[src/hw/uncl_params.svh]
// Register numbers, field positions, reset values and limits of the node configuration bank
`ifndef UNCL_PARAMS_SVH
`define UNCL_PARAMS_SVH

// ----------------------------------------------------------------------------
// Register numbers
// ----------------------------------------------------------------------------
`define UNCL_REG_IDENT 8'h00
`define UNCL_REG_NODE_CFG 8'h04
`define UNCL_REG_NODE_ID 8'h05
`define UNCL_REG_CLK_FREQ 8'h51
`define UNCL_REG_LINK_CTRL 8'h80

// ----------------------------------------------------------------------------
// Field positions
// ----------------------------------------------------------------------------
`define UNCL_CFG_LOCK_BIT 31
`define UNCL_CFG_HDR_BIT 0
`define UNCL_LINK_RX_ERR_BIT 27
`define UNCL_LINK_RX_CREDIT_BIT 26
`define UNCL_LINK_TX_CREDIT_BIT 25
`define UNCL_LINK_GREET_BIT 24
`define UNCL_LINK_RX_RESET_BIT 23
`define UNCL_LINK_SYM_GAP_MSB 21
`define UNCL_LINK_SYM_GAP_LSB 11
`define UNCL_LINK_TOK_GAP_MSB 10
`define UNCL_LINK_TOK_GAP_LSB 0

// ----------------------------------------------------------------------------
// Reset values and limits
// ----------------------------------------------------------------------------
`define UNCL_CLK_FREQ_RESET 7'h19
`define UNCL_CLK_FREQ_MIN 7'h05
`define UNCL_CLK_FREQ_MAX 7'h64
`define UNCL_GAP_RESET 11'h001
`define UNCL_NODE_ID_RESET 16'h0000

`endif

[src/hw/uncl_pkg.sv]
// Types shared by the node configuration bank
package uncl_pkg;

    // Configuration-space request
    typedef struct packed {
        logic [7:0] num;
        logic write;
        logic [31:0] wdata;
    } uncl_req_t;

    // Link gap settings passed to the transmitter
    typedef struct packed {
        logic [10:0] symbol_gap_count;
        logic [10:0] token_gap_count;
    } uncl_gaps_t;

    typedef enum logic [1:0] {
        UNCL_IDLE = 2'h0,
        UNCL_ANSWER = 2'h1
    } uncl_state_t;

endpackage

[src/hw/uncl_freq_check.sv]
// Range check of a clock frequency write
`timescale 1ns/1ps
`default_nettype none
`include "uncl_params.svh"

module uncl_freq_check (
    // Written value
    input wire logic [31:0] value_in,
    // Result
    output logic valid_out
);

    // ------------------------------------------------------------------------
    // Check
    // ------------------------------------------------------------------------
    // Upper bits must be zero too, or a wide value would alias into range
    assign valid_out = (value_in[31:7] == 25'h0000000)
        && (value_in[6:0] >= `UNCL_CLK_FREQ_MIN)
        && (value_in[6:0] <= `UNCL_CLK_FREQ_MAX); // [RL7]

endmodule
`default_nettype wire

[src/hw/uncl_bank.sv]
// Node configuration register bank with link control and status
//
// Contract
// [RL1] Registers reached only by configuration transactions
// [RL2] Read-only identification word: chip, revision, version
// [RL3] Config bit 0 selects one or three-byte headers
// [RL4] Config bit 31 locks config and link writes
// [RL5] Sixteen-bit node identifier, resets to zero
// [RL6] Clock frequency field in MHz, reset 25
// [RL7] Out-of-range frequency writes ignored and NACKed
// [RL8] Configurer writes frequency at start and changes
// [RL9] Link bit 27 shows receive error
// [RL10] Link bit 26 shows credit granted remotely
// [RL11] Link bit 25 shows local transmit credit
// [RL12] Bit 24 clears credit, sends greeting token
// [RL13] Bit 23 resets link receiver
// [RL14] Symbol gap field 21:11, count minus one
// [RL15] Token gap field 10:0, count minus one
// [RL16] Reserved and write-only bits read zero
`timescale 1ns/1ps
`default_nettype none
`include "uncl_params.svh"

module uncl_bank #(
    // Arbitrary identification values, not those of any part
    parameter logic [7:0] CHIP_CODE = 8'hA5,
    parameter logic [7:0] BLOCK_REVISION = 8'h01,
    parameter logic [7:0] BLOCK_VERSION = 8'h01
) (
    // Clock and reset
    input wire logic CLK_IN,
    input wire logic RST_N_IN,
    // Configuration-space request
    input wire logic REQ_VALID_IN,
    input wire uncl_pkg::uncl_req_t REQ_IN,
    // Configuration-space answer
    output logic ACK_VALID_OUT,
    output logic ACK_NACK_OUT,
    output logic [31:0] ACK_RDATA_OUT,
    // Link status from the link logic
    input wire logic LINK_RX_ERROR_IN,
    input wire logic LINK_RX_CREDIT_IN,
    input wire logic LINK_TX_CREDIT_IN,
    // Link control to the link logic
    output logic HEADER_ONE_BYTE_OUT,
    output logic [15:0] NODE_IDENTIFIER_OUT,
    output logic [6:0] CLOCK_FREQUENCY_OUT,
    output uncl_pkg::uncl_gaps_t GAPS_OUT,
    output logic SEND_GREETING_TRIGGER_OUT,
    output logic LINK_RX_RESET_OUT
);

    // ------------------------------------------------------------------------
    // Storage
    // ------------------------------------------------------------------------
    logic header_one_byte;
    logic write_lock;
    logic [15:0] node_identifier;
    logic [6:0] clock_frequency;
    logic [10:0] symbol_gap_count;
    logic [10:0] token_gap_count;
    logic greet_pulse;
    logic rx_reset_pulse;
    logic freq_ok;
    logic wr;
    logic rd;
    uncl_pkg::uncl_state_t state;
    logic [31:0] rdata;
    logic nack;
    logic [31:0] next_rdata;
    logic next_nack;

    // ------------------------------------------------------------------------
    // Status synchronisers
    // ------------------------------------------------------------------------
    // Link status comes from link logic that may run off another clock
    logic [2:0] stat_meta;
    logic [2:0] stat_sync;

    always_ff @(posedge CLK_IN)
    begin
        if (!RST_N_IN)
        begin
            stat_meta <= 3'h0;
            stat_sync <= 3'h0;
        end
        else
        begin
            stat_meta <= {LINK_RX_ERROR_IN, LINK_RX_CREDIT_IN, LINK_TX_CREDIT_IN};
            stat_sync <= stat_meta;
        end
    end

    // ------------------------------------------------------------------------
    // Decode
    // ------------------------------------------------------------------------
    // Only the configuration-space port reaches these registers
    assign wr = REQ_VALID_IN && REQ_IN.write; // [RL1]
    assign rd = REQ_VALID_IN && !REQ_IN.write; // [RL1]

    function automatic logic hit(input logic [7:0] num, input logic [7:0] reg_num);
        hit = (num == reg_num);
    endfunction

    uncl_freq_check u_freq_check (
        .value_in(REQ_IN.wdata),
        .valid_out(freq_ok)
    );

    // ------------------------------------------------------------------------
    // Node configuration
    // ------------------------------------------------------------------------
    always_ff @(posedge CLK_IN)
    begin
        if (!RST_N_IN)
        begin
            header_one_byte <= 1'b0; // [RL3]
            write_lock <= 1'b0; // [RL4]
        end
        else if (wr && !write_lock && hit(REQ_IN.num, `UNCL_REG_NODE_CFG))
        begin
            header_one_byte <= REQ_IN.wdata[`UNCL_CFG_HDR_BIT]; // [RL3]
            write_lock <= REQ_IN.wdata[`UNCL_CFG_LOCK_BIT]; // [RL4]
        end
    end

    // ------------------------------------------------------------------------
    // Node identifier
    // ------------------------------------------------------------------------
    // Not covered by the lock, which names only config and link registers
    always_ff @(posedge CLK_IN)
    begin
        if (!RST_N_IN)
        begin
            node_identifier <= `UNCL_NODE_ID_RESET; // [RL5]
        end
        else if (wr && hit(REQ_IN.num, `UNCL_REG_NODE_ID))
        begin
            node_identifier <= REQ_IN.wdata[15:0]; // [RL5]
        end
    end

    // ------------------------------------------------------------------------
    // Clock frequency
    // ------------------------------------------------------------------------
    // The configurer must rewrite this whenever the oscillator changes
    always_ff @(posedge CLK_IN)
    begin
        if (!RST_N_IN)
        begin
            clock_frequency <= `UNCL_CLK_FREQ_RESET; // [RL6]
        end
        else if (wr && freq_ok && hit(REQ_IN.num, `UNCL_REG_CLK_FREQ))
        begin
            clock_frequency <= REQ_IN.wdata[6:0]; // [RL6] [RL7] [RL8]
        end
    end

    // ------------------------------------------------------------------------
    // Link control
    // ------------------------------------------------------------------------
    always_ff @(posedge CLK_IN)
    begin
        if (!RST_N_IN)
        begin
            symbol_gap_count <= `UNCL_GAP_RESET; // [RL14]
            token_gap_count <= `UNCL_GAP_RESET; // [RL15]
        end
        else if (wr && !write_lock && hit(REQ_IN.num, `UNCL_REG_LINK_CTRL)) // [RL4]
        begin
            symbol_gap_count <=
                REQ_IN.wdata[`UNCL_LINK_SYM_GAP_MSB:`UNCL_LINK_SYM_GAP_LSB]; // [RL14]
            token_gap_count <=
                REQ_IN.wdata[`UNCL_LINK_TOK_GAP_MSB:`UNCL_LINK_TOK_GAP_LSB]; // [RL15]
        end
    end

    // One-cycle strobes to the link logic
    always_ff @(posedge CLK_IN)
    begin
        if (!RST_N_IN)
        begin
            greet_pulse <= 1'b0;
            rx_reset_pulse <= 1'b0;
        end
        else
        begin
            greet_pulse <= wr && !write_lock && hit(REQ_IN.num, `UNCL_REG_LINK_CTRL)
                && REQ_IN.wdata[`UNCL_LINK_GREET_BIT]; // [RL12]
            rx_reset_pulse <= wr && !write_lock && hit(REQ_IN.num, `UNCL_REG_LINK_CTRL)
                && REQ_IN.wdata[`UNCL_LINK_RX_RESET_BIT]; // [RL13]
        end
    end

    // ------------------------------------------------------------------------
    // Read data and answer
    // ------------------------------------------------------------------------
    always_comb
    begin
        next_rdata = 32'h00000000; // [RL16]
        next_nack = 1'b0;
        if (rd)
        begin
            case (REQ_IN.num)
                `UNCL_REG_IDENT:
                    next_rdata = {CHIP_CODE, 8'h00, BLOCK_REVISION, BLOCK_VERSION}; // [RL2]
                `UNCL_REG_NODE_CFG:
                    next_rdata = {write_lock, 30'h00000000, header_one_byte};
                `UNCL_REG_NODE_ID:
                    next_rdata = {16'h0000, node_identifier};
                `UNCL_REG_CLK_FREQ:
                    next_rdata = {25'h0000000, clock_frequency};
                `UNCL_REG_LINK_CTRL:
                    // Write-only bits 24 and 23 read zero
                    next_rdata = {4'h0, stat_sync, 3'h0,
                        symbol_gap_count, token_gap_count}; // [RL9] [RL10] [RL11] [RL16]
                default:
                    next_nack = 1'b1;
            endcase
        end
        else if (wr)
        begin
            case (REQ_IN.num)
                `UNCL_REG_CLK_FREQ:
                    next_nack = !freq_ok; // [RL7]
                `UNCL_REG_IDENT, `UNCL_REG_NODE_CFG, `UNCL_REG_NODE_ID,
                `UNCL_REG_LINK_CTRL:
                    next_nack = 1'b0;
                default:
                    next_nack = 1'b1;
            endcase
        end
    end

    always_ff @(posedge CLK_IN)
    begin
        if (!RST_N_IN)
        begin
            state <= uncl_pkg::UNCL_IDLE;
            rdata <= 32'h00000000;
            nack <= 1'b0;
        end
        else
        begin
            rdata <= next_rdata;
            nack <= next_nack;
            case (state)
                uncl_pkg::UNCL_IDLE:
                    state <= REQ_VALID_IN ? uncl_pkg::UNCL_ANSWER : uncl_pkg::UNCL_IDLE;
                uncl_pkg::UNCL_ANSWER:
                    state <= REQ_VALID_IN ? uncl_pkg::UNCL_ANSWER : uncl_pkg::UNCL_IDLE;
                default:
                    state <= uncl_pkg::UNCL_IDLE;
            endcase
        end
    end

    // ------------------------------------------------------------------------
    // Outputs
    // ------------------------------------------------------------------------
    assign ACK_VALID_OUT = (state == uncl_pkg::UNCL_ANSWER);
    assign ACK_NACK_OUT = nack;
    assign ACK_RDATA_OUT = rdata;
    assign HEADER_ONE_BYTE_OUT = header_one_byte; // [RL3]
    assign NODE_IDENTIFIER_OUT = node_identifier;
    assign CLOCK_FREQUENCY_OUT = clock_frequency;
    assign GAPS_OUT = '{symbol_gap_count: symbol_gap_count, token_gap_count: token_gap_count};
    assign SEND_GREETING_TRIGGER_OUT = greet_pulse; // [RL12]
    assign LINK_RX_RESET_OUT = rx_reset_pulse; // [RL13]

endmodule
`default_nettype wire

[config.mk]
export PLATFORM = sky130hd
export DESIGN_NAME = uncl_bank
export DESIGN_NICKNAME = d
export VERILOG_FILES = /design/src/hw/uncl_pkg.sv /design/src/hw/uncl_freq_check.sv /design/src/hw/uncl_bank.sv
export VERILOG_INCLUDE_DIRS = /design/src /design/src/hw
export SDC_FILE = /design/constraint.sdc
export NUM_CORES = 1
export LEC_CHECK = 0
export ABC_CLOCK_PERIOD_IN_PS = 1800
export BUFFER_PORTS_ARGS = -buffer_cell sky130_fd_sc_hd__buf_4
export CAP_MARGIN = 10
export CORE_UTILIZATION = 40
export CTS_BUF_LIST = sky130_fd_sc_hd__clkbuf_4 sky130_fd_sc_hd__clkbuf_8
export DETAILED_ROUTE_END_ITERATION = 10
export PLACE_DENSITY = 0.64
export SETUP_SLACK_MARGIN = 0.1
export SLEW_MARGIN = 10
export SYNTH_ARGS = -nofsm -noshare
export SYNTH_HDL_FRONTEND = slang
export SYNTH_HIERARCHICAL = 1
export SYNTH_SLANG_ARGS = --single-unit
[constraint.sdc]
create_clock -name CLK_IN -period 1.8 [get_ports CLK_IN]
set_input_delay 0 -clock CLK_IN [delete_from_list [all_inputs] [get_ports CLK_IN]]
set_output_delay 0 -clock CLK_IN [all_outputs]
set_load 0.05 [all_outputs]
==> metrics.md, run 1 <==
| Metric | Value |
|---|---|
| #FFs+latches synth | 84 |
| CP Cell Sequence | dlygate4sd3_1 > buf_4 > nor2_1 > and3_1 > nor4_2 > nand3_2 > o41ai_1 > nand3_1 |
| Layout cells sized above 1 | 31.9% |
| H-tree depth | 3 |
| Lkg Pwr | 0.00202 uW |
| Row count | 34 |
| Highest clock rate | 638 MHz |
| First-pass GRT wire length | 18600 microns |
| N_diodes | 0 |
| Die height | 97.6 microns |
| Met1 Track Usage GR | 33.4% |
| Kind of critical path | in -> reg |
| Worst hold-check path type | in -> reg |
| 1st-iter DRT viols | 286 |
| Most frequent cells in the layout | 138 x buf_4, 84 x dfxtp_1, 44 x nand2_1, 44 x nand3_1, 31 x dlygate4sd3_1 |
| Clock Pin Slew Worst Setup and Hold Paths | 90 ps |
| Worst Path Required | 2020 ps |
| Sum Neg Setup Slack | 0 ps |
| Area growth syn-to-layout | 43.4% |
| Met2 Use GR | 39.7% |
| Distinct cell type count after synthesis | 42 |
| MaxCap Viol Count | 0 |
| Placed Cells | 610 |
| Crit-path max FO | 7 |
| Die area | 9530 sq um |
| Most common cell after layout, fill and taps aside | buf_4 |
| Met3 usage | 3.74% |
| Fin nets | 591 |
| Clock skew | 10.7 ps |
| Final Cycle Share | 87.1% |
| Filler cell count | 799 |
| Crit end category | flip-flop |
| Clk_lat worst skew | 350 ps |
| Syn Area/Cell | 9.07 sq um |
| Cell with the biggest individual delay on the critical path | dlygate4sd3_1 |
| Area occupied by multi-input gates | 1780 sq um |
| CTS tree | done |
| Final hold viol count | 0 |
| Final setup violation count | 0 |
| Top Ports | 129 |
| Post-synthesis sequential area ratio | 46.0% |
| Critical path arrival | 1780 ps |
| CP Buf/Inv Count | 2 |
| Period minus WS final | 1570 ps |
| Post-Layout Cell Count | 657 |
| Total CTS buffers | 9 |
| Clock Sinks | 84 |
| Ys Warns | 6 |
| Fin. max-slew vios | 0 |
| Fin area | 5240 sq um |
| DRC viols | 20 |
| Port Buffer Count | 124 |
| Gpl congestion | 0.801 |
| Root Buffer | clkbuf_8 |
| Initial Util | 41.5% |
| WL per Instance | 17.9 microns |
| Power Dens Cells | 700 nW/um^2 |
| Final ANT Viol Nets | 0 |
| Maximum root-to-sink buffer count | 2 |
| Cell taking the most area after synthesis | dfxtp_1 |
| Startpoint Class | input port |
| Die X | 97.6 microns |
| Vias in the first global route | 3546 |
| Pre-Repair DR Iteration Count | 8 |
| Outcome | finished with violations |
| Core Region | 8810 sq um |
| Largest net degree at the start of global routing | 43 |
| Max incr delay on CP | 530 ps |
| Crit path max-delay family | simple AND/OR/NAND/NOR gates |
| GRT Util Overall | 24.7% |
| Synth area leaders | dfxtp_1 46%, mux2i_1 6.3%, nand3_1 6.2%, nand2_1 4.5%, nand4_1 4.4% |
| Synthesized netlist cell count | 403 |
| Setup Buffers After CTS | 0 |
| Final design utilization | 59.5% |
| Failing checks | DRC |
| Routed WL | 11800 microns |
| Via count | 3689 |
| Worst vdd ir | 0.308 mV |
| Share of the synthesized area in the top cell type | 46.0% |
| GRT Max-Usage Layer | met2 |
| Final HPWL DP | 8100 microns |
| Placed cell area | 4720 sq um |
| Vias per inst | 5.61 |
| Total gr overflow | 0 |
| Worst slew slack as a fraction of its limit | 42.1% |
| RSZ-0062 raised after global routing | no |
| Initial antenna violation count | 0 |
| Slew @ Worst Pin | 867 ps |
| Register area | 1680 sq um |
| Post-Syn Area | 3660 sq um |
synthesized netlist by cell type, drive strengths merged:
library cell / n
dfxtp: 84
nand3: 45
nand2: 44
clkbuf: 29
nand4: 26
mux2i: 23
a21oi: 22
buf: 17
o31ai: 17
and2: 16
nor4: 12
a211oi: 9
nor2: 9
a311oi: 7
o41ai: 7
and3: 4
nor3: 4
and4b: 3
inv: 3
or3: 3
o21ai: 2
or4: 2
a211o: 1
conb: 1
mux2: 1
nand2b: 1
nand3b: 1
nand4b: 1
nand4bb: 1
nor3b: 1
nor4b: 1
nor4bb: 1
o21a: 1
o311ai: 1
o31a: 1
or2: 1
or4b: 1
path summary, 6_finish.rpt:
path,start,end,cells after the start,slack [ps]
hold / removal,RST_N_IN,symbol_gap_count[1],3,10
hold reg to reg,stat_sync[2],ACK_RDATA_OUT[27],1,430
setup reg to reg,write_lock,token_gap_count[2],4,490
setup / recovery,REQ_IN[5],CLOCK_FREQUENCY_OUT[4],8,230
area by class of cell:
type	count	area share (%)
Clock buffer	10	2.62
Timing Repair Buffer	173	27.2
Tap cell	108	2.58
Multi-Input combinational cell	273	34.0
Inverter	3	0.215
Sequential cell	84	32.1
Clock inverter	6	1.34
through the flow:
step	hold WS (ps)	worst slack, ps	total power (uW)
2_1_floorplan	127	349	2090
3_3_place_gp	208	42.6	2240
3_5_place_dp	213	-80.8	2240
4_1_cts	3.41	189	3680
5_1_grt	10.7	129	3800
6_report	10.5	233	3670
where the power goes:
group          internal [uW]  leakage (uW)  total (uW)  switching (uW)
Sequential              1870      0.000678        1870            2.35
Clock                    692      0.000107        1410             717
Combinational            167       0.00124         395             228
what timing repair did:
action | in CTS | in global routing
hold endpoints to repair | 55 | 0
setup endpoints to repair | 0 | 5
gates resized for setup | 0 | 1
hold buffers | 31 | 0
flip-flops by register name, indices dropped and copies added, names as in the netlist:
| register | cells |
|---|---|
| ACK_RDATA_OUT | 27 |
| NODE_IDENTIFIER_OUT | 16 |
| state | 1 |
| stat_sync | 3 |
| HEADER_ONE_BYTE_OUT | 1 |
| ACK_NACK_OUT | 1 |
| write_lock | 1 |
| token_gap_count | 11 |
| symbol_gap_count | 11 |
| LINK_RX_RESET_OUT | 1 |
| stat_meta | 3 |
| CLOCK_FREQUENCY_OUT | 7 |
| SEND_GREETING_TRIGGER_OUT | 1 |
tightest hold or removal path, stage by stage:
cell	delay (ps)
buf_4	180
nand2_1	80
mux2i_1	60
cell families (layout without fill, tap and decap cells):
logic type / Yosys count / in the layout / synth area share (%)
simple gates: 177 / 177 / 27.9
flops: 84 / 84 / 46.0
compound gates: 68 / 68 / 13.1
buf+inv: 49 / 192 / 6.30
mux: 24 / 24 / 6.61
other cells: 1 / 4 / 0.103
per-layer routing:
layer,up-vias,part of all wire [%],routed length (microns)
li1,1762,-,-
met2,169,46,5440
met5,-,0,0
met4,0,1.6,193
met3,16,7.9,931
met1,1742,44,5230
Power figures use the tool's default switching activity.
==> run 2, diff against run 1 <==
Settings changed: MAX_ROUTING_LAYER from default to met4.
==> run 2 against run 1 <==
Effect of this change: the run still ends with DRC left; critical path depth stayed put; clock power about the same; hold slack gained 2.4 ps; cell count stayed put; combinational power barely moved; sequential power hardly changed; worst setup slack worse by 14 ps; design area did not move; global-route usage increased by 0.70 points; highest routed layer unchanged.
==> metrics.md, run 2 (synthesis gave the netlist of run 1 again) <==
| Metric | Value |
|---|---|
| Layout cells sized above 1 | 31.9% (unchanged) |
| Sw Share | 25.8% (+0.067 points) |
| Highest clock rate | 632 MHz (-0.87%) |
| Vias per inst | 5.60 (-0.22%) |
| First-pass GRT wire length | 18600 microns (unchanged) |
| Slew @ Worst Pin | 864 ps (-2.96 ps) |
| Final ANT Viol Nets | 0 (unchanged) |
| Fin. max-slew vios | 0 (unchanged) |
| Period minus WS final | 1580 ps (+13.7 ps) |
| Final hold viol count | 0 (unchanged) |
| Fin nets | 591 (unchanged) |
| Uppermost layer routed | met4 |
| Final HPWL DP | 8100 microns (unchanged) |
| Die area | 9530 sq um (unchanged) |
| Worst slew slack as a fraction of its limit | 42.3% (+0.20 points) |
| Setup Buffers After CTS | 0 (unchanged) |
| Int Pwr | 2730 uW (about the same) |
| Critical path arrival | 1790 ps (about the same) |
| Maximum root-to-sink buffer count | 2 (unchanged) |
| Root Buffer | clkbuf_8 |
| Initial antenna violation count | 0 (unchanged) |
| Min Hold Slack | 13.0 ps (+2.44 ps) |
| Combinational power share | 10.8% (about the same) |
| Pre-Repair DR Iteration Count | 8 (unchanged) |
| Worst hold-check path type | in -> reg |
| Die height | 97.6 microns (unchanged) |
| Worst vdd ir | 0.303 mV (-1.6%) |
| Lkg Pwr | 0.00202 uW (unchanged) |
| Reg2Reg Depth | 4 (unchanged) |
| N_diodes | 0 (unchanged) |
| Final Cycle Share | 87.8% (+0.76 points) |
| Max reg flops | 27 (unchanged) |
| Failing checks | DRC |
| 1st-iter DRT viols | 260 (-9.1%) |
| Clock Pin Slew Worst Setup and Hold Paths | 90 ps (about the same) |
| Core Region | 8810 sq um (unchanged) |
| WL per Instance | 17.9 microns (-0.15%) |
| Worst Path Required | 2010 ps (about the same) |
| Crit-path max FO | 7 (unchanged) |
| Kind of critical path | in -> reg |
| Routed WL | 11800 microns (-0.15%) |
| Net Sw Power | 950 uW (+0.36%) |
| Die X | 97.6 microns (unchanged) |
| Area growth syn-to-layout | 43.4% (unchanged) |
| Startpoint Class | input port |
| Via count | 3681 (-0.22%) |
| Clk pwr share | 38.4% (about the same) |
| CTS tree | done |
| Port Buffer Count | 124 (unchanged) |
| Initial Util | 41.5% (unchanged) |
| Most frequent cells in the layout | 138 x buf_4, 84 x dfxtp_1, 44 x nand2_1, 44 x nand3_1, 31 x dlygate4sd3_1 |
| Filler cell count | 799 (unchanged) |
| Clk_lat worst skew | 350 ps (about the same) |
| Most common cell after layout, fill and taps aside | buf_4 |
| Total gr overflow | 0 (unchanged) |
| Final total power | 3680 uW (+0.10%) |
| Gpl congestion | 0.813 (+1.4%) |
| Sum Neg Setup Slack | 0 ps (unchanged) |
| Crit end category | flip-flop |
| DRC viols | 20 (unchanged) |
| Vias in the first global route | 3550 (+0.11%) |
| GRT Util Overall | 25.4% (+0.70 points) |
| Final setup violation count | 0 (unchanged) |
| Outcome | finished with violations |
| Sequential share of power | 50.8% (about the same) |
| Row count | 34 (unchanged) |
| Clock skew | 12.5 ps (+1.77 ps) |
| DR WL met3 | 865 microns (-7.1%) |
| Clock Sinks | 84 (unchanged) |
| Largest net degree at the start of global routing | 43 (unchanged) |
| Total CTS buffers | 9 (unchanged) |
| Power Dens Cells | 701 nW/um^2 (+0.10%) |
| WL met2 | 5500 microns (+1.0%) |
| Cells on Worst Hold Path | 3 (unchanged) |
| RSZ-0062 raised after global routing | no |
| Top Ports | 129 (unchanged) |
| MaxCap Viol Count | 0 (unchanged) |
| DRT met1 WL | 5280 microns (+0.96%) |
| H-tree depth | 3 (unchanged) |
-- run 2: cell counts in the layout (fill, tap and decap cells not counted) --
No cell type changed its count.
-- run 2: worst paths after layout --
| kind | startpoint | endpoint | slack (ps) |
|---|---|---|---|
| min reg2reg | stat_sync[2] | ACK_RDATA_OUT[27] | 430 |
| max reg2reg | write_lock | token_gap_count[2] | 490 |
| min | RST_N_IN | symbol_gap_count[1] | 10 |
| max | REQ_IN[5] | CLOCK_FREQUENCY_OUT[4] | 220 |
-- run 2: worst max-delay path, stage by stage --
cell,delay [ps]
dlygate4sd3_1,530
buf_4,140
nor2_1,40
and3_1,180
nor4_2,260
nand3_2,210
o41ai_1,300
nand3_1,120
-- run 2: cell type report --
class | instances | area [sq um] | area share (%)
multi-input combinational | 273 | 1780 | 34.0
clock inverter | 6 | 70.1 | 1.34
sequential | 84 | 1680 | 32.1
timing repair buffer | 173 | 1430 | 27.2
inverter | 3 | 11.3 | 0.215
clock buffer | 10 | 138 | 2.62
tap | 108 | 135 | 2.58
-- run 2: per-stage QoR --
step	instance area [sq um]	utilization (%)	instances	setup WS [ps]
2_1_floorplan	3670	-	406	349
3_3_place_gp	4720	53.6	610	42.6
3_5_place_dp	4720	53.6	610	-80.8
4_1_cts	5240	59.5	657	189
5_1_grt	5240	59.5	657	131
6_report	5240	59.5	657	219
-- run 2: metal layers --
metal  up-vias  global-route usage (%)
met3        10                    3.17
met4         0                    9.09
li1       1767                       -
met2       174                    39.9
met5         -                       -
met1      1730                    33.8
-- run 2: timing repair --
item | 4_1_cts | 5_1_grt
hold buffers | 31 | 0
endpoints found under the hold margin | 55 | 0
endpoints found under the setup margin | 0 | 4
resized for setup | 0 | 1
-- run 2: power by group through the flow --
stage	logic (uW)	clock network, uW	registers (uW)
6_report	395	1410	1870
5_1_grt	418	1520	1870
4_1_cts	389	1430	1870
3_5_place_dp	332	0	1910
3_3_place_gp	330	0	1910
2_1_floorplan	163	0	1920
